File: src/rtl/pss_consts.svh
// Constant macros for the parameter set sequencer
`ifndef PSS_CONSTS_SVH
`define PSS_CONSTS_SVH

// Word indices of the engine registers on the link
`define PSS_IDX_ENABLE 7'h00
`define PSS_IDX_CLKGATE 7'h01
`define PSS_IDX_SRESET 7'h02
`define PSS_IDX_LOOPS 7'h03
`define PSS_IDX_RANGE 7'h04
`define PSS_IDX_ADCSHARE 7'h05
`define PSS_IDX_CPUKICK 7'h06
`define PSS_IDX_DMAKICK 7'h07
`define PSS_IDX_STATUS 7'h08
`define PSS_IDX_LOOPSDONE 7'h09
`define PSS_IDX_SIG_BASE 7'h10
`define PSS_IDX_PMEM_BASE 7'h40

// Three-bit safety codes
`define PSS_CODE_ON 3'h7
`define PSS_CODE_OFF 3'h0

// Loop count specials
`define PSS_LOOPS_OFF 12'h000
`define PSS_LOOPS_INF 12'hfff

// Trigger select codes
`define PSS_TRIG_NOW 3'h0
`define PSS_TRIG_CPU 3'h1
`define PSS_TRIG_PING 3'h2
`define PSS_TRIG_DMA 3'h3

// Fields of parameter word 0 and of the range register
`define PSS_F_TRIG 2:0
`define PSS_F_SRC 7:4
`define PSS_F_FIRST 3:0
`define PSS_F_LAST 7:4

// Reset values
`define PSS_RST_WORD 16'h0000
`define PSS_RST_LOOPS 12'h000

`endif

File: src/rtl/pss_pkg.sv
// Types shared by both ends of the parameter set sequencer
package pss_pkg;

	// Sequencer states
	typedef enum logic [1:0]
	{
		PSS_IDLE = 2'h0,
		PSS_WAIT = 2'h1,
		PSS_RUN = 2'h2,
		PSS_DONE = 2'h3
	} pss_state_e;

	// Controller states
	typedef enum logic [1:0]
	{
		PSS_C_IDLE = 2'h0,
		PSS_C_APB = 2'h1,
		PSS_C_DMA = 2'h2
	} pss_cstate_e;

	typedef logic [15:0] pss_word_t;

	// Whole state of the engine end
	typedef struct packed
	{
		pss_state_e state;
		logic [2:0] enable_code;
		logic clock_gate_on;
		logic [2:0] soft_reset_code;
		logic [11:0] loop_count;
		logic [3:0] first_set_index;
		logic [3:0] last_set_index;
		logic adc_buffer_share_on;
		logic cpu_kick_bit;
		pss_word_t dma_kick_flags;
		logic [3:0] cur_set;
		logic [11:0] loops_done;
		logic [3:0][15:0] work;
		logic [63:0][15:0] pmem;
		pss_word_t rdata;
		logic ack;
		logic err;
		logic irq;
		logic start;
		logic pp_s1;
		logic pp_s2;
		logic pp_s3;
	} pss_eng_s;

	// Whole state of the controller end
	typedef struct packed
	{
		pss_cstate_e state;
		logic req;
		logic wr;
		logic [6:0] addr;
		pss_word_t wdata;
		logic [31:0] prdata;
		logic pready;
		logic pslverr;
	} pss_ctrl_s;

endpackage : pss_pkg

File: src/rtl/pss_link.sv
// Link between the controller end and the engine end
`timescale 1ns/10ps
`default_nettype none
interface pss_link;
	logic reg_req; // One-cycle register request
	logic reg_wr; // High for write
	logic [6:0] reg_addr; // Word index
	logic [15:0] reg_wdata; // Write data
	logic reg_ack; // One-cycle answer
	logic [15:0] reg_rdata; // Read data, valid with ack
	logic reg_err; // Unmapped index, valid with ack
	logic sequence_complete_irq; // Completion pulse

	// Engine end
	modport engine (input reg_req, reg_wr, reg_addr, reg_wdata,
		output reg_ack, reg_rdata, reg_err, sequence_complete_irq);

	// Controller end
	modport ctrl (output reg_req, reg_wr, reg_addr, reg_wdata,
		input reg_ack, reg_rdata, reg_err, sequence_complete_irq);
endinterface : pss_link
`default_nettype wire

File: src/rtl/pss_engine.sv
// Engine end: registers, parameter memory and set sequencer
//
// Local design decisions: the APB slave port and the register addresses.
`include "pss_consts.svh"
`timescale 1ns/10ps
`default_nettype none
module pss_engine
(
	// Clock and reset
	input wire logic pclk,
	input wire logic presetn,
	// Register link from the controller
	pss_link.engine lk,
	// Ping-pong buffer select from the ADC side
	input wire logic adc_buffer_select,
	// Compute core handshake
	output logic compute_start,
	input wire logic compute_done,
	output logic [63:0] working_params,
	output logic [3:0] active_set,
	output logic engine_enabled
);
	import pss_pkg::*;

	pss_eng_s r; // Current state
	pss_eng_s next_r; // Next state
	logic enabled; // Enable code and clock gate both on
	logic in_reset; // Soft reset held
	logic [15:0] w0; // Word 0 of the current set
	logic trig_hit; // Trigger of the current set seen
	logic last_pass; // Current pass is the final one
	logic [5:0] cur_base; // Memory index of word 0
	logic [6:0] pm_off; // Offset within parameter memory

	// Only the exact code turns the engine on
	assign enabled = (r.enable_code == `PSS_CODE_ON) && r.clock_gate_on;
	assign in_reset = (r.soft_reset_code == `PSS_CODE_ON);
	assign cur_base = {r.cur_set, 2'b00};
	assign w0 = r.pmem[cur_base];
	assign pm_off = lk.reg_addr - `PSS_IDX_PMEM_BASE;
	assign last_pass = (r.loop_count != `PSS_LOOPS_INF)
		&& ((r.loops_done + 12'h001) == r.loop_count);

	// Trigger decode for the set waiting to start
	always_comb
	begin
		trig_hit = 1'b0;
		unique case (w0[`PSS_F_TRIG])
			`PSS_TRIG_NOW:
			begin
				// Start without waiting
				trig_hit = 1'b1;
			end
			`PSS_TRIG_CPU:
			begin
				// Wait while the kick bit is zero
				trig_hit = r.cpu_kick_bit;
			end
			`PSS_TRIG_PING:
			begin
				// Either direction of buffer switch, sharing on
				trig_hit = r.adc_buffer_share_on
					&& (r.pp_s2 != r.pp_s3);
			end
			`PSS_TRIG_DMA:
			begin
				// Selected kick flag
				trig_hit = r.dma_kick_flags[w0[`PSS_F_SRC]];
			end
			default:
			begin
				// Unused codes never trigger
				trig_hit = 1'b0;
			end
		endcase
	end

	// Next-state logic: sequencer first, register writes after
	always_comb
	begin
		next_r = r;
		next_r.ack = 1'b0;
		next_r.err = 1'b0;
		next_r.irq = 1'b0;
		next_r.start = 1'b0;
		// Buffer select passes two flops before the edge detector
		next_r.pp_s1 = adc_buffer_select;
		next_r.pp_s2 = r.pp_s1;
		next_r.pp_s3 = r.pp_s2;

		if (in_reset)
		begin
			// Soft reset returns the sequencer to idle
			next_r.state = PSS_IDLE;
			next_r.cpu_kick_bit = 1'b0;
			next_r.dma_kick_flags = `PSS_RST_WORD;
			next_r.loops_done = `PSS_RST_LOOPS;
		end
		else if (!enabled && (r.state != PSS_DONE))
		begin
			// Disabled engine holds still in idle, except a done engine, which stays done
			next_r.state = PSS_IDLE;
		end
		else
		begin
			unique case (r.state)
				PSS_IDLE:
				begin
					// Start a run only with looping enabled
					if (enabled && (r.loop_count != `PSS_LOOPS_OFF))
					begin
						next_r.cur_set = r.first_set_index;
						next_r.loops_done = `PSS_RST_LOOPS;
						next_r.state = PSS_WAIT;
					end
				end
				PSS_WAIT:
				begin
					// Wait for the set's trigger, then load it
					if (trig_hit)
					begin
						for (int i = 0; i < 4; i++)
						begin
							next_r.work[i] = r.pmem[cur_base + 6'(i)];
						end
						next_r.start = 1'b1;
						next_r.state = PSS_RUN;
						if (w0[`PSS_F_TRIG] == `PSS_TRIG_CPU)
						begin
							// Kick bit clears itself when used
							next_r.cpu_kick_bit = 1'b0;
						end
						if (w0[`PSS_F_TRIG] == `PSS_TRIG_DMA)
						begin
							// Later sets need a fresh transfer
							next_r.dma_kick_flags[w0[`PSS_F_SRC]] = 1'b0;
						end
					end
				end
				PSS_RUN:
				begin
					// Compute finished: move on
					if (compute_done)
					begin
						next_r.state = PSS_WAIT;
						next_r.cur_set = r.cur_set + 4'h1;
						if (r.cur_set == r.last_set_index)
						begin
							// End of pass: wrap or finish
							next_r.cur_set = r.first_set_index;
							next_r.loops_done = r.loops_done + 12'h001;
							if (last_pass)
							begin
								next_r.state = PSS_DONE;
								next_r.irq = 1'b1;
							end
						end
					end
				end
				PSS_DONE:
				begin
					// Parked until soft reset
					next_r.state = PSS_DONE;
				end
			endcase
		end

		// Register access from the controller
		if (lk.reg_req)
		begin
			next_r.ack = 1'b1;
			next_r.rdata = `PSS_RST_WORD;
			if (lk.reg_addr >= `PSS_IDX_PMEM_BASE)
			begin
				// Parameter memory, four words per set
				next_r.rdata = r.pmem[pm_off[5:0]];
				if (lk.reg_wr)
				begin
					next_r.pmem[pm_off[5:0]] = lk.reg_wdata;
				end
			end
			else if (lk.reg_addr >= `PSS_IDX_SIG_BASE
				&& lk.reg_addr < `PSS_IDX_SIG_BASE + 7'h10)
			begin
				// Read-only one-hot signatures
				next_r.rdata = 16'h0001 << lk.reg_addr[3:0];
			end
			else
			begin
				unique case (lk.reg_addr)
					`PSS_IDX_ENABLE:
					begin
						next_r.rdata = {13'h0, r.enable_code};
						if (lk.reg_wr)
						begin
							next_r.enable_code = lk.reg_wdata[2:0];
						end
					end
					`PSS_IDX_CLKGATE:
					begin
						next_r.rdata = {15'h0, r.clock_gate_on};
						if (lk.reg_wr)
						begin
							next_r.clock_gate_on = lk.reg_wdata[0];
						end
					end
					`PSS_IDX_SRESET:
					begin
						next_r.rdata = {13'h0, r.soft_reset_code};
						if (lk.reg_wr)
						begin
							next_r.soft_reset_code = lk.reg_wdata[2:0];
						end
					end
					`PSS_IDX_LOOPS:
					begin
						next_r.rdata = {4'h0, r.loop_count};
						if (lk.reg_wr)
						begin
							next_r.loop_count = lk.reg_wdata[11:0];
						end
					end
					`PSS_IDX_RANGE:
					begin
						next_r.rdata = {8'h0, r.last_set_index, r.first_set_index};
						if (lk.reg_wr)
						begin
							next_r.first_set_index = lk.reg_wdata[`PSS_F_FIRST];
							next_r.last_set_index = lk.reg_wdata[`PSS_F_LAST];
						end
					end
					`PSS_IDX_ADCSHARE:
					begin
						next_r.rdata = {15'h0, r.adc_buffer_share_on};
						if (lk.reg_wr)
						begin
							next_r.adc_buffer_share_on = lk.reg_wdata[0];
						end
					end
					`PSS_IDX_CPUKICK:
					begin
						// Writing one sets; the set wins over consumption
						next_r.rdata = {15'h0, r.cpu_kick_bit};
						if (lk.reg_wr && lk.reg_wdata[0])
						begin
							next_r.cpu_kick_bit = 1'b1;
						end
					end
					`PSS_IDX_DMAKICK:
					begin
						// One bits written are ORed in; a new set wins
						next_r.rdata = r.dma_kick_flags;
						if (lk.reg_wr)
						begin
							next_r.dma_kick_flags = next_r.dma_kick_flags
								| lk.reg_wdata;
						end
					end
					`PSS_IDX_STATUS:
					begin
						next_r.rdata = {8'h0, r.cur_set, 2'h0, r.state};
					end
					`PSS_IDX_LOOPSDONE:
					begin
						next_r.rdata = {4'h0, r.loops_done};
					end
					default:
					begin
						// Unmapped index reads zero and flags an error
						next_r.err = 1'b1;
					end
				endcase
			end
		end
	end

	// State register
	always_ff @(posedge pclk or negedge presetn)
	begin
		if (!presetn)
		begin
			r <= '0;
		end
		else
		begin
			r <= next_r;
		end
	end

	// Outputs straight from the state
	assign lk.reg_ack = r.ack;
	assign lk.reg_rdata = r.rdata;
	assign lk.reg_err = r.err;
	assign lk.sequence_complete_irq = r.irq;
	assign compute_start = r.start;
	assign working_params = r.work;
	assign active_set = r.cur_set;
	assign engine_enabled = enabled;

endmodule : pss_engine
`default_nettype wire

File: src/flat_wrapper.sv
// flat-port wrapper written by rule: the top's interface ports become plain ports
module pss_engine_flat import pss_pkg::*;
  (pclk, presetn, adc_buffer_select, compute_start, compute_done, working_params, active_set, engine_enabled, lk_reg_req, lk_reg_wr, lk_reg_addr, lk_reg_wdata, lk_reg_ack, lk_reg_rdata, lk_reg_err, lk_sequence_complete_irq);
  pss_link lk_i ();
  input wire logic pclk;
  input wire logic presetn;
  input wire logic adc_buffer_select;
  output logic compute_start;
  input wire logic compute_done;
  output logic [63:0] working_params;
  output logic [3:0] active_set;
  output logic engine_enabled;
  input wire logic [$bits(lk_i.reg_req)-1:0] lk_reg_req;
  input wire logic [$bits(lk_i.reg_wr)-1:0] lk_reg_wr;
  input wire logic [$bits(lk_i.reg_addr)-1:0] lk_reg_addr;
  input wire logic [$bits(lk_i.reg_wdata)-1:0] lk_reg_wdata;
  output wire logic [$bits(lk_i.reg_ack)-1:0] lk_reg_ack;
  output wire logic [$bits(lk_i.reg_rdata)-1:0] lk_reg_rdata;
  output wire logic [$bits(lk_i.reg_err)-1:0] lk_reg_err;
  output wire logic [$bits(lk_i.sequence_complete_irq)-1:0] lk_sequence_complete_irq;
  assign lk_i.reg_req = lk_reg_req;
  assign lk_i.reg_wr = lk_reg_wr;
  assign lk_i.reg_addr = lk_reg_addr;
  assign lk_i.reg_wdata = lk_reg_wdata;
  assign lk_reg_ack = lk_i.reg_ack;
  assign lk_reg_rdata = lk_i.reg_rdata;
  assign lk_reg_err = lk_i.reg_err;
  assign lk_sequence_complete_irq = lk_i.sequence_complete_irq;
  pss_engine u_core (.pclk(pclk), .presetn(presetn), .lk(lk_i), .adc_buffer_select(adc_buffer_select), .compute_start(compute_start), .compute_done(compute_done), .working_params(working_params), .active_set(active_set), .engine_enabled(engine_enabled));
endmodule
File: config.mk
export PLATFORM = sky130hd
export DESIGN_NAME = pss_engine_flat
export DESIGN_NICKNAME = d
export VERILOG_FILES = /design/src/rtl/pss_pkg.sv /design/src/rtl/pss_link.sv /design/src/rtl/pss_engine.sv /design/src/flat_wrapper.sv
export VERILOG_INCLUDE_DIRS = /design/src /design/src/rtl
export SDC_FILE = /design/constraint.sdc
export NUM_CORES = 2
export LEC_CHECK = 0
export BUFFER_PORTS_ARGS = -buffer_cell sky130_fd_sc_hd__buf_4
export CAP_MARGIN = 20
export CORE_ASPECT_RATIO = 0.9
export CORE_MARGIN = 4
export CORE_UTILIZATION = 44
export CTS_BUF_LIST = sky130_fd_sc_hd__clkbuf_4
export DETAILED_ROUTE_END_ITERATION = 6
export PLACE_DENSITY_LB_ADDON = 0.05
export SLEW_MARGIN = 25
export SYNTH_ARGS = -nofsm -noshare
export SYNTH_HDL_FRONTEND = slang
export SYNTH_SLANG_ARGS = --single-unit
export TNS_END_PERCENT = 10
File: constraint.sdc
create_clock -name pclk -period 6.35 [get_ports pclk]
set_input_delay 0.635 -clock pclk [delete_from_list [all_inputs] [get_ports pclk]]
set_output_delay 0.635 -clock pclk [all_outputs]
set_load 0.02 [all_outputs]
==> Yosys cells after proc, flatten, opt, wreduce, memory -nomap -nowiden <==
Index checks and enable logic that the tools add are counted.
{ "totals": {"ff_bits": 1174, "mem_bits_rw": 0, "latch_bits": 0, "inputBits": 29, "n_memories": 0, "wordCells": 233, "out_inout_bits": 89, "romBits": 0} }
{ "classes": {"div": 0, "n_mux": 61, "n_eq_ne": 31, "n_addsub": 6, "order_cmp": 11, "shift": 1, "bitwise": 7, "reduce_logical": 28, "multipliers": 0} }
{ "op_table": {"columns": ["cell", "count"], "rows": [
  ["$bwmux 1024", 1],
  ["$bmux 16 s6", 4],
  ["$mux 16", 14],
  ["$pmux 16 s10", 1],
  ["$mux 64", 2],
  ["$mux 17", 6],
  ["$mux 97", 1],
  ["$demux 16 s6", 1],
  ["$bmux 16 s4", 1],
  ["$reduce_and 5->1", 8],
  ["$lt 6x7->1 const B", 5],
  ["$pmux 16 s2", 1],
  ["$eq 7x3->1 const B", 4],
  ["$mux 2", 10],
  ["$and 16x16->16", 1],
  ["$not 16->16", 1],
  ["$or 16x16->16", 1],
  ["$shl 1x4->16 const A", 1],
  ["$eq 7x2->1 const B", 2],
  ["$eq 7x4->1 const B", 2],
  ["$mux 1", 14],
  ["$add 12x1->12 const B", 1],
  ["$add 6x2->6 const B", 2],
  ["$eq 12x12->1", 1],
  ["41 further kinds", 60]
]} }

==> Depth between registers and ports, before layout <==
{ "depth": {"depth_word": 19, "mapped_depth": 14, "ltp_nobuf": 9} }

==> Worst setup path before layout <==
No wires, ideal clock.
{ "synth_timing": {"path_kind": "input-to-reg", "startpoint": "input port lk_reg_addr[0]", "endpoint": "register u_core.r (netlist bit u_core.lk.reg_rdata[13])", "n_path_buf": 4, "required_ps": 6207, "path_slack_ps": 2822, "stages": 11, "arrival_ps": 3385, "setup_time_ps": 143, "cell_sequence": "buf_2 -> buf_1 -> buf_1 -> buf_2 -> mux4_2 -> mux2i_1 -> o21ai_0 -> a221oi_1 -> a21oi_1 -> a2111oi_0 -> o22ai_1"} }
{ "synth_via": {"elab_chain_cells": 4, "elab_cells_between_ends": 21, "classes_between": "add/sub (1); order compare (3); eq/ne (9); shift (1); mux (5); reduce/logical (2)"} }
{ "synth_rtl": {"columns": ["element", "line_no", "text"], "rows": [
  ["start: declaration", "flat_wrapper.sv:15", "input wire logic [$bits(lk_i.reg_addr)-1:0] lk_reg_addr;"],
  ["$sub 6x1->6 (no line), or another cell as far along", null, null],
  ["$bmux 16 s6, or another cell as far along", "pss_engine.sv:176", "next_r.rdata = r.pmem[pm_off[5:0]];"],
  ["$mux 16, on equally long branches", "pss_engine.sv:176, pss_engine.sv:182", null],
  ["$mux 16 (*)", "pss_engine.sv:173", "if (lk.reg_addr >= `PSS_IDX_PMEM_BASE)"],
  ["end signal: assignment", "pss_engine.sv:286", "r <= next_r;"],
  ["end: declaration", "pss_engine.sv:25", "pss_eng_s r;"]
]} }
Every way passes the cells marked *; elsewhere a longest branch is shown, timed or not. The select of a mux whose other input is x is not followed.
A chain may end at the register's enable or synchronous reset.

==> flow_summary.yaml <==
routing:
  drc: 4
  vias: 44600
  drt_iter0_drc: 5880
  drt_first_pass_iters: 7
  routedWlPerCell_um: 40.9
  totalWireLength_um: 268000
  vias_per_cell: 6.79
  postRouteAntennaNets: 0
cells_and_area:
  area_growth_pct: 11.4
  drive_above_1_share_pct: 53.3
  fillers: 12400
  stdcell_count: 6564
  layout.nets: 4501
clocking:
  cts_made_buffers: 339
  cts_tree: "done"
  cts_max_level: 5
  path_clk_slew_ps: 70
  hold_buffers: 25
  cts-root-buf: "clkbuf_4"
  max-clock-path-buffers: 4
  clk_latency_ps: 1340
  cts_sinks: 1174
  post-cts-setup-buffers: 0
  ctsResizeCount: 0
yosys:
  yosysTopAreaCell: "dfrtp_1"
  syn-num-nets: 4365
  synth_seq_cells: 1174
  yosys-top-cells-area: "dfrtp_1 (47%), mux4_2 (20%), mux2_2 (19%)"
  yosysTopAreaCellShare_pct: 46.9
  netlist_instances: 4334
  synth_seq_area_share_pct: 46.9
  synth_flop_cell: "dfrtp_1"
  avgSynthCellArea_um2: 14.5
  synth_edf_count: 0
  netlist_area_um2: 62700
  yosysWarnings: 0
  synth.distinct_cells: 59
  ys_async_sr_fraction_pct: 100
critical_path:
  cp-start-kind: "register"
  worstPathArrival_ps: 5810
  critPathKind: "reg2reg"
  cp_slowest_cell: "dfrtp_4"
  crit_chain: "buf_4, mux4_2, mux4_2, nand2b_1, nor2_4, nand4b_1, nand3_1, o21ai_0, dlygate4sd3_1"
  cpMostUsedCell: "mux4_2"
  worst-path-max-fanout: 36
  required_ps: 7500
  r2r_setup_slack_ps: 1690
  cp-end-kind: "register"
  cpPeakStageDelay_ps: 850
timing:
  slew_headroom_pct: 18.6
  finalSetupViolations: 0
  tightest_slew_ps: 1220
  rsz0062_at_grt: "no"
  timing.final.crit_share_pct: 73.4
  finalHoldViolCount: 0
  fin_tns_setup_ps: 0
  drv_slew: 0
  worst_clock_skew_ps: 86.6
  max_freq_ghz: 0.215
  min_period_ps: 4660
  holdWs_ps: 115
floorplan:
  ios: 118
  die_w_um: 406
  start_util_pct: 44.2
  design.die.area_um2: 149000
  placementRows: 131
  core_area_um2: 142000
  die_h_um: 366
grt:
  antenna_found_initial: 28
  grt_usage_pct: 36.1
  grt_pass1_wl_um: 371000
  grt_max_degree: 168
  grt_pass1_vias: 43700
  overflow: 0
pwr:
  sw_frac_of_total_pct: 32.4
  intPower_uw: 12900
  seqPwrFrac_pct: 44.1
  power.share.clock_pct: 36.6
  leakagePower_uw: 0.0314
  peakVddDrop_v: 0.000203
  power_switching_uw: 6190
  powerDensity_nw_per_um2: 274
  combPwrFrac_pct: 19.3
outcome:
  violations: "DRC"
  run_status: "finished with violations"
place:
  dp.cells: 5964
  numPortBuffers: 117
  place_congestion: 0.913
  dp_hpwl_um: 172000
run:
  maxCapViolations: 0
worst_hold_path:
  hold_class: "in2async"
==> worst max-delay path: cells and delay by family (launching register included) <==
| family | cells | cell delay (ps) |
|---|---|---|
| flops | 1 | 850 |
| simple gates | 4 | 1290 |
| mux | 2 | 980 |
| compound gates | 1 | 80 |
| buf+inv | 2 | 1240 |
==> final cells by class <==
type	count	area, um^2	share of cell area [%]
diodes	11	27.5	0.0394
clock buffers	497	3730	5.35
clock inverters	65	254	0.364
inverters	17	68.8	0.0986
multi-input cells	2629	31300	44.8
flip-flops and latches	1174	29400	42.1
well taps	1862	2330	3.34
repair buffers	309	2700	3.87
==> cells by family after synthesis <==
| group | after synthesis | share of synthesized area, % |
|---|---|---|
| multiplexers | 1728 | 40.6 |
| flip-flops | 1174 | 46.9 |
| buffers and inverters | 531 | 4.00 |
| AO/OA/AOI/OAI | 442 | 4.91 |
| AND/OR/NAND/NOR | 433 | 3.22 |
| XOR/XNOR | 24 | 0.335 |
| adder cells (fa/ha/maj) | 2 | 0.0399 |
==> state kept, by name, summed over array words and instances, names as in the netlist <==
| register | count |
|---|---|
| u_core.lk.reg_ack | 1 |
| u_core.compute_start | 1 |
| u_core.working_params | 64 |
| u_core.r | 1084 |
| u_core.lk.reg_rdata | 16 |
| u_core.lk.reg_err | 1 |
| u_core.active_set | 4 |
| u_core.lk.sequence_complete_irq | 1 |
| u_core.next_r | 2 |
==> cells in the mapped netlist (30+ instances only) <==
cell      instances
nor2_1          107
nand3_1          83
buf_4            88
mux4_2          544
o211ai_1         37
a221oi_1         49
a21oi_1          44
nand2_1         126
o21a_1           30
dfrtp_1        1174
buf_1            44
mux2i_1         114
mux2_2         1069
clkbuf_1        279
buf_2            94
o21ai_0         108
nor2b_1          42
==> per-stage QoR <==
stage	power [uW]	util, %	setup slack, ps	instance area (um^2)
6_report	19100	49.3	1690	69800
5_1_grt	19800	49.3	1440	69800
4_1_cts	19100	49.2	1580	69700
3_5_place_dp	12100	46.2	1590	65500
3_3_place_gp	12100	46.2	1680	65400
2_1_floorplan	10500	-	2820	62700
==> placed cells by master (no fill, tap or decap), drive strengths merged, types with 28 or more instances in the layout <==
master  synthesis  layout
nor2          107     107
buf           235     285
mux2         1070    1070
nand3          83      83
o21ai         121     121
clkbuf        279     497
nor2b          42      42
a222oi         28      28
a21o           28      28
clkinv          1      60
mux4          544     544
o211ai         37      37
a221oi         49      49
mux2i         114     114
nand2         126     126
o21a           30      30
dfrtp        1174    1174
a21oi          44      44
==> path summary, 6_finish.rpt <==
check	start	to	cells after the start
max	u_core.active_set[2]$_DFFE_PN0P_	u_core.r[1143]$_DFF_PN0_	9
min reg2reg	u_core.next_r[1]$_DFF_PN0_	u_core.next_r[0]$_DFF_PN0_	0
min in group pclk	compute_done	u_core.lk.sequence_complete_irq$_DFF_PN0_	3
min	presetn	u_core.r[809]$_DFFE_PN0P_	3
max in group asynchronous	presetn	u_core.r[564]$_DFFE_PN0P_	4
max reg2reg	u_core.active_set[2]$_DFFE_PN0P_	u_core.r[1143]$_DFF_PN0_	9
==> layer usage <==
layer | GRT usage [%] | routed length, um
met1 | 51.1 | 112000
met2 | 49.8 | 113000
met3 | 13.5 | 31800
met4 | 14.8 | 12000
met5 | 0 | 131
==> power by group through the flow <==
stage | combinational [uW] | clock (uW) | sequential, uW
6_report | 3690 | 6990 | 8410
5_1_grt | 3830 | 7540 | 8440
4_1_cts | 3610 | 7130 | 8390
3_5_place_dp | 3590 | 0 | 8530
3_3_place_gp | 3550 | 0 | 8530
2_1_floorplan | 2300 | 0 | 8230
Note: power is estimated with default switching activity, not from simulation.
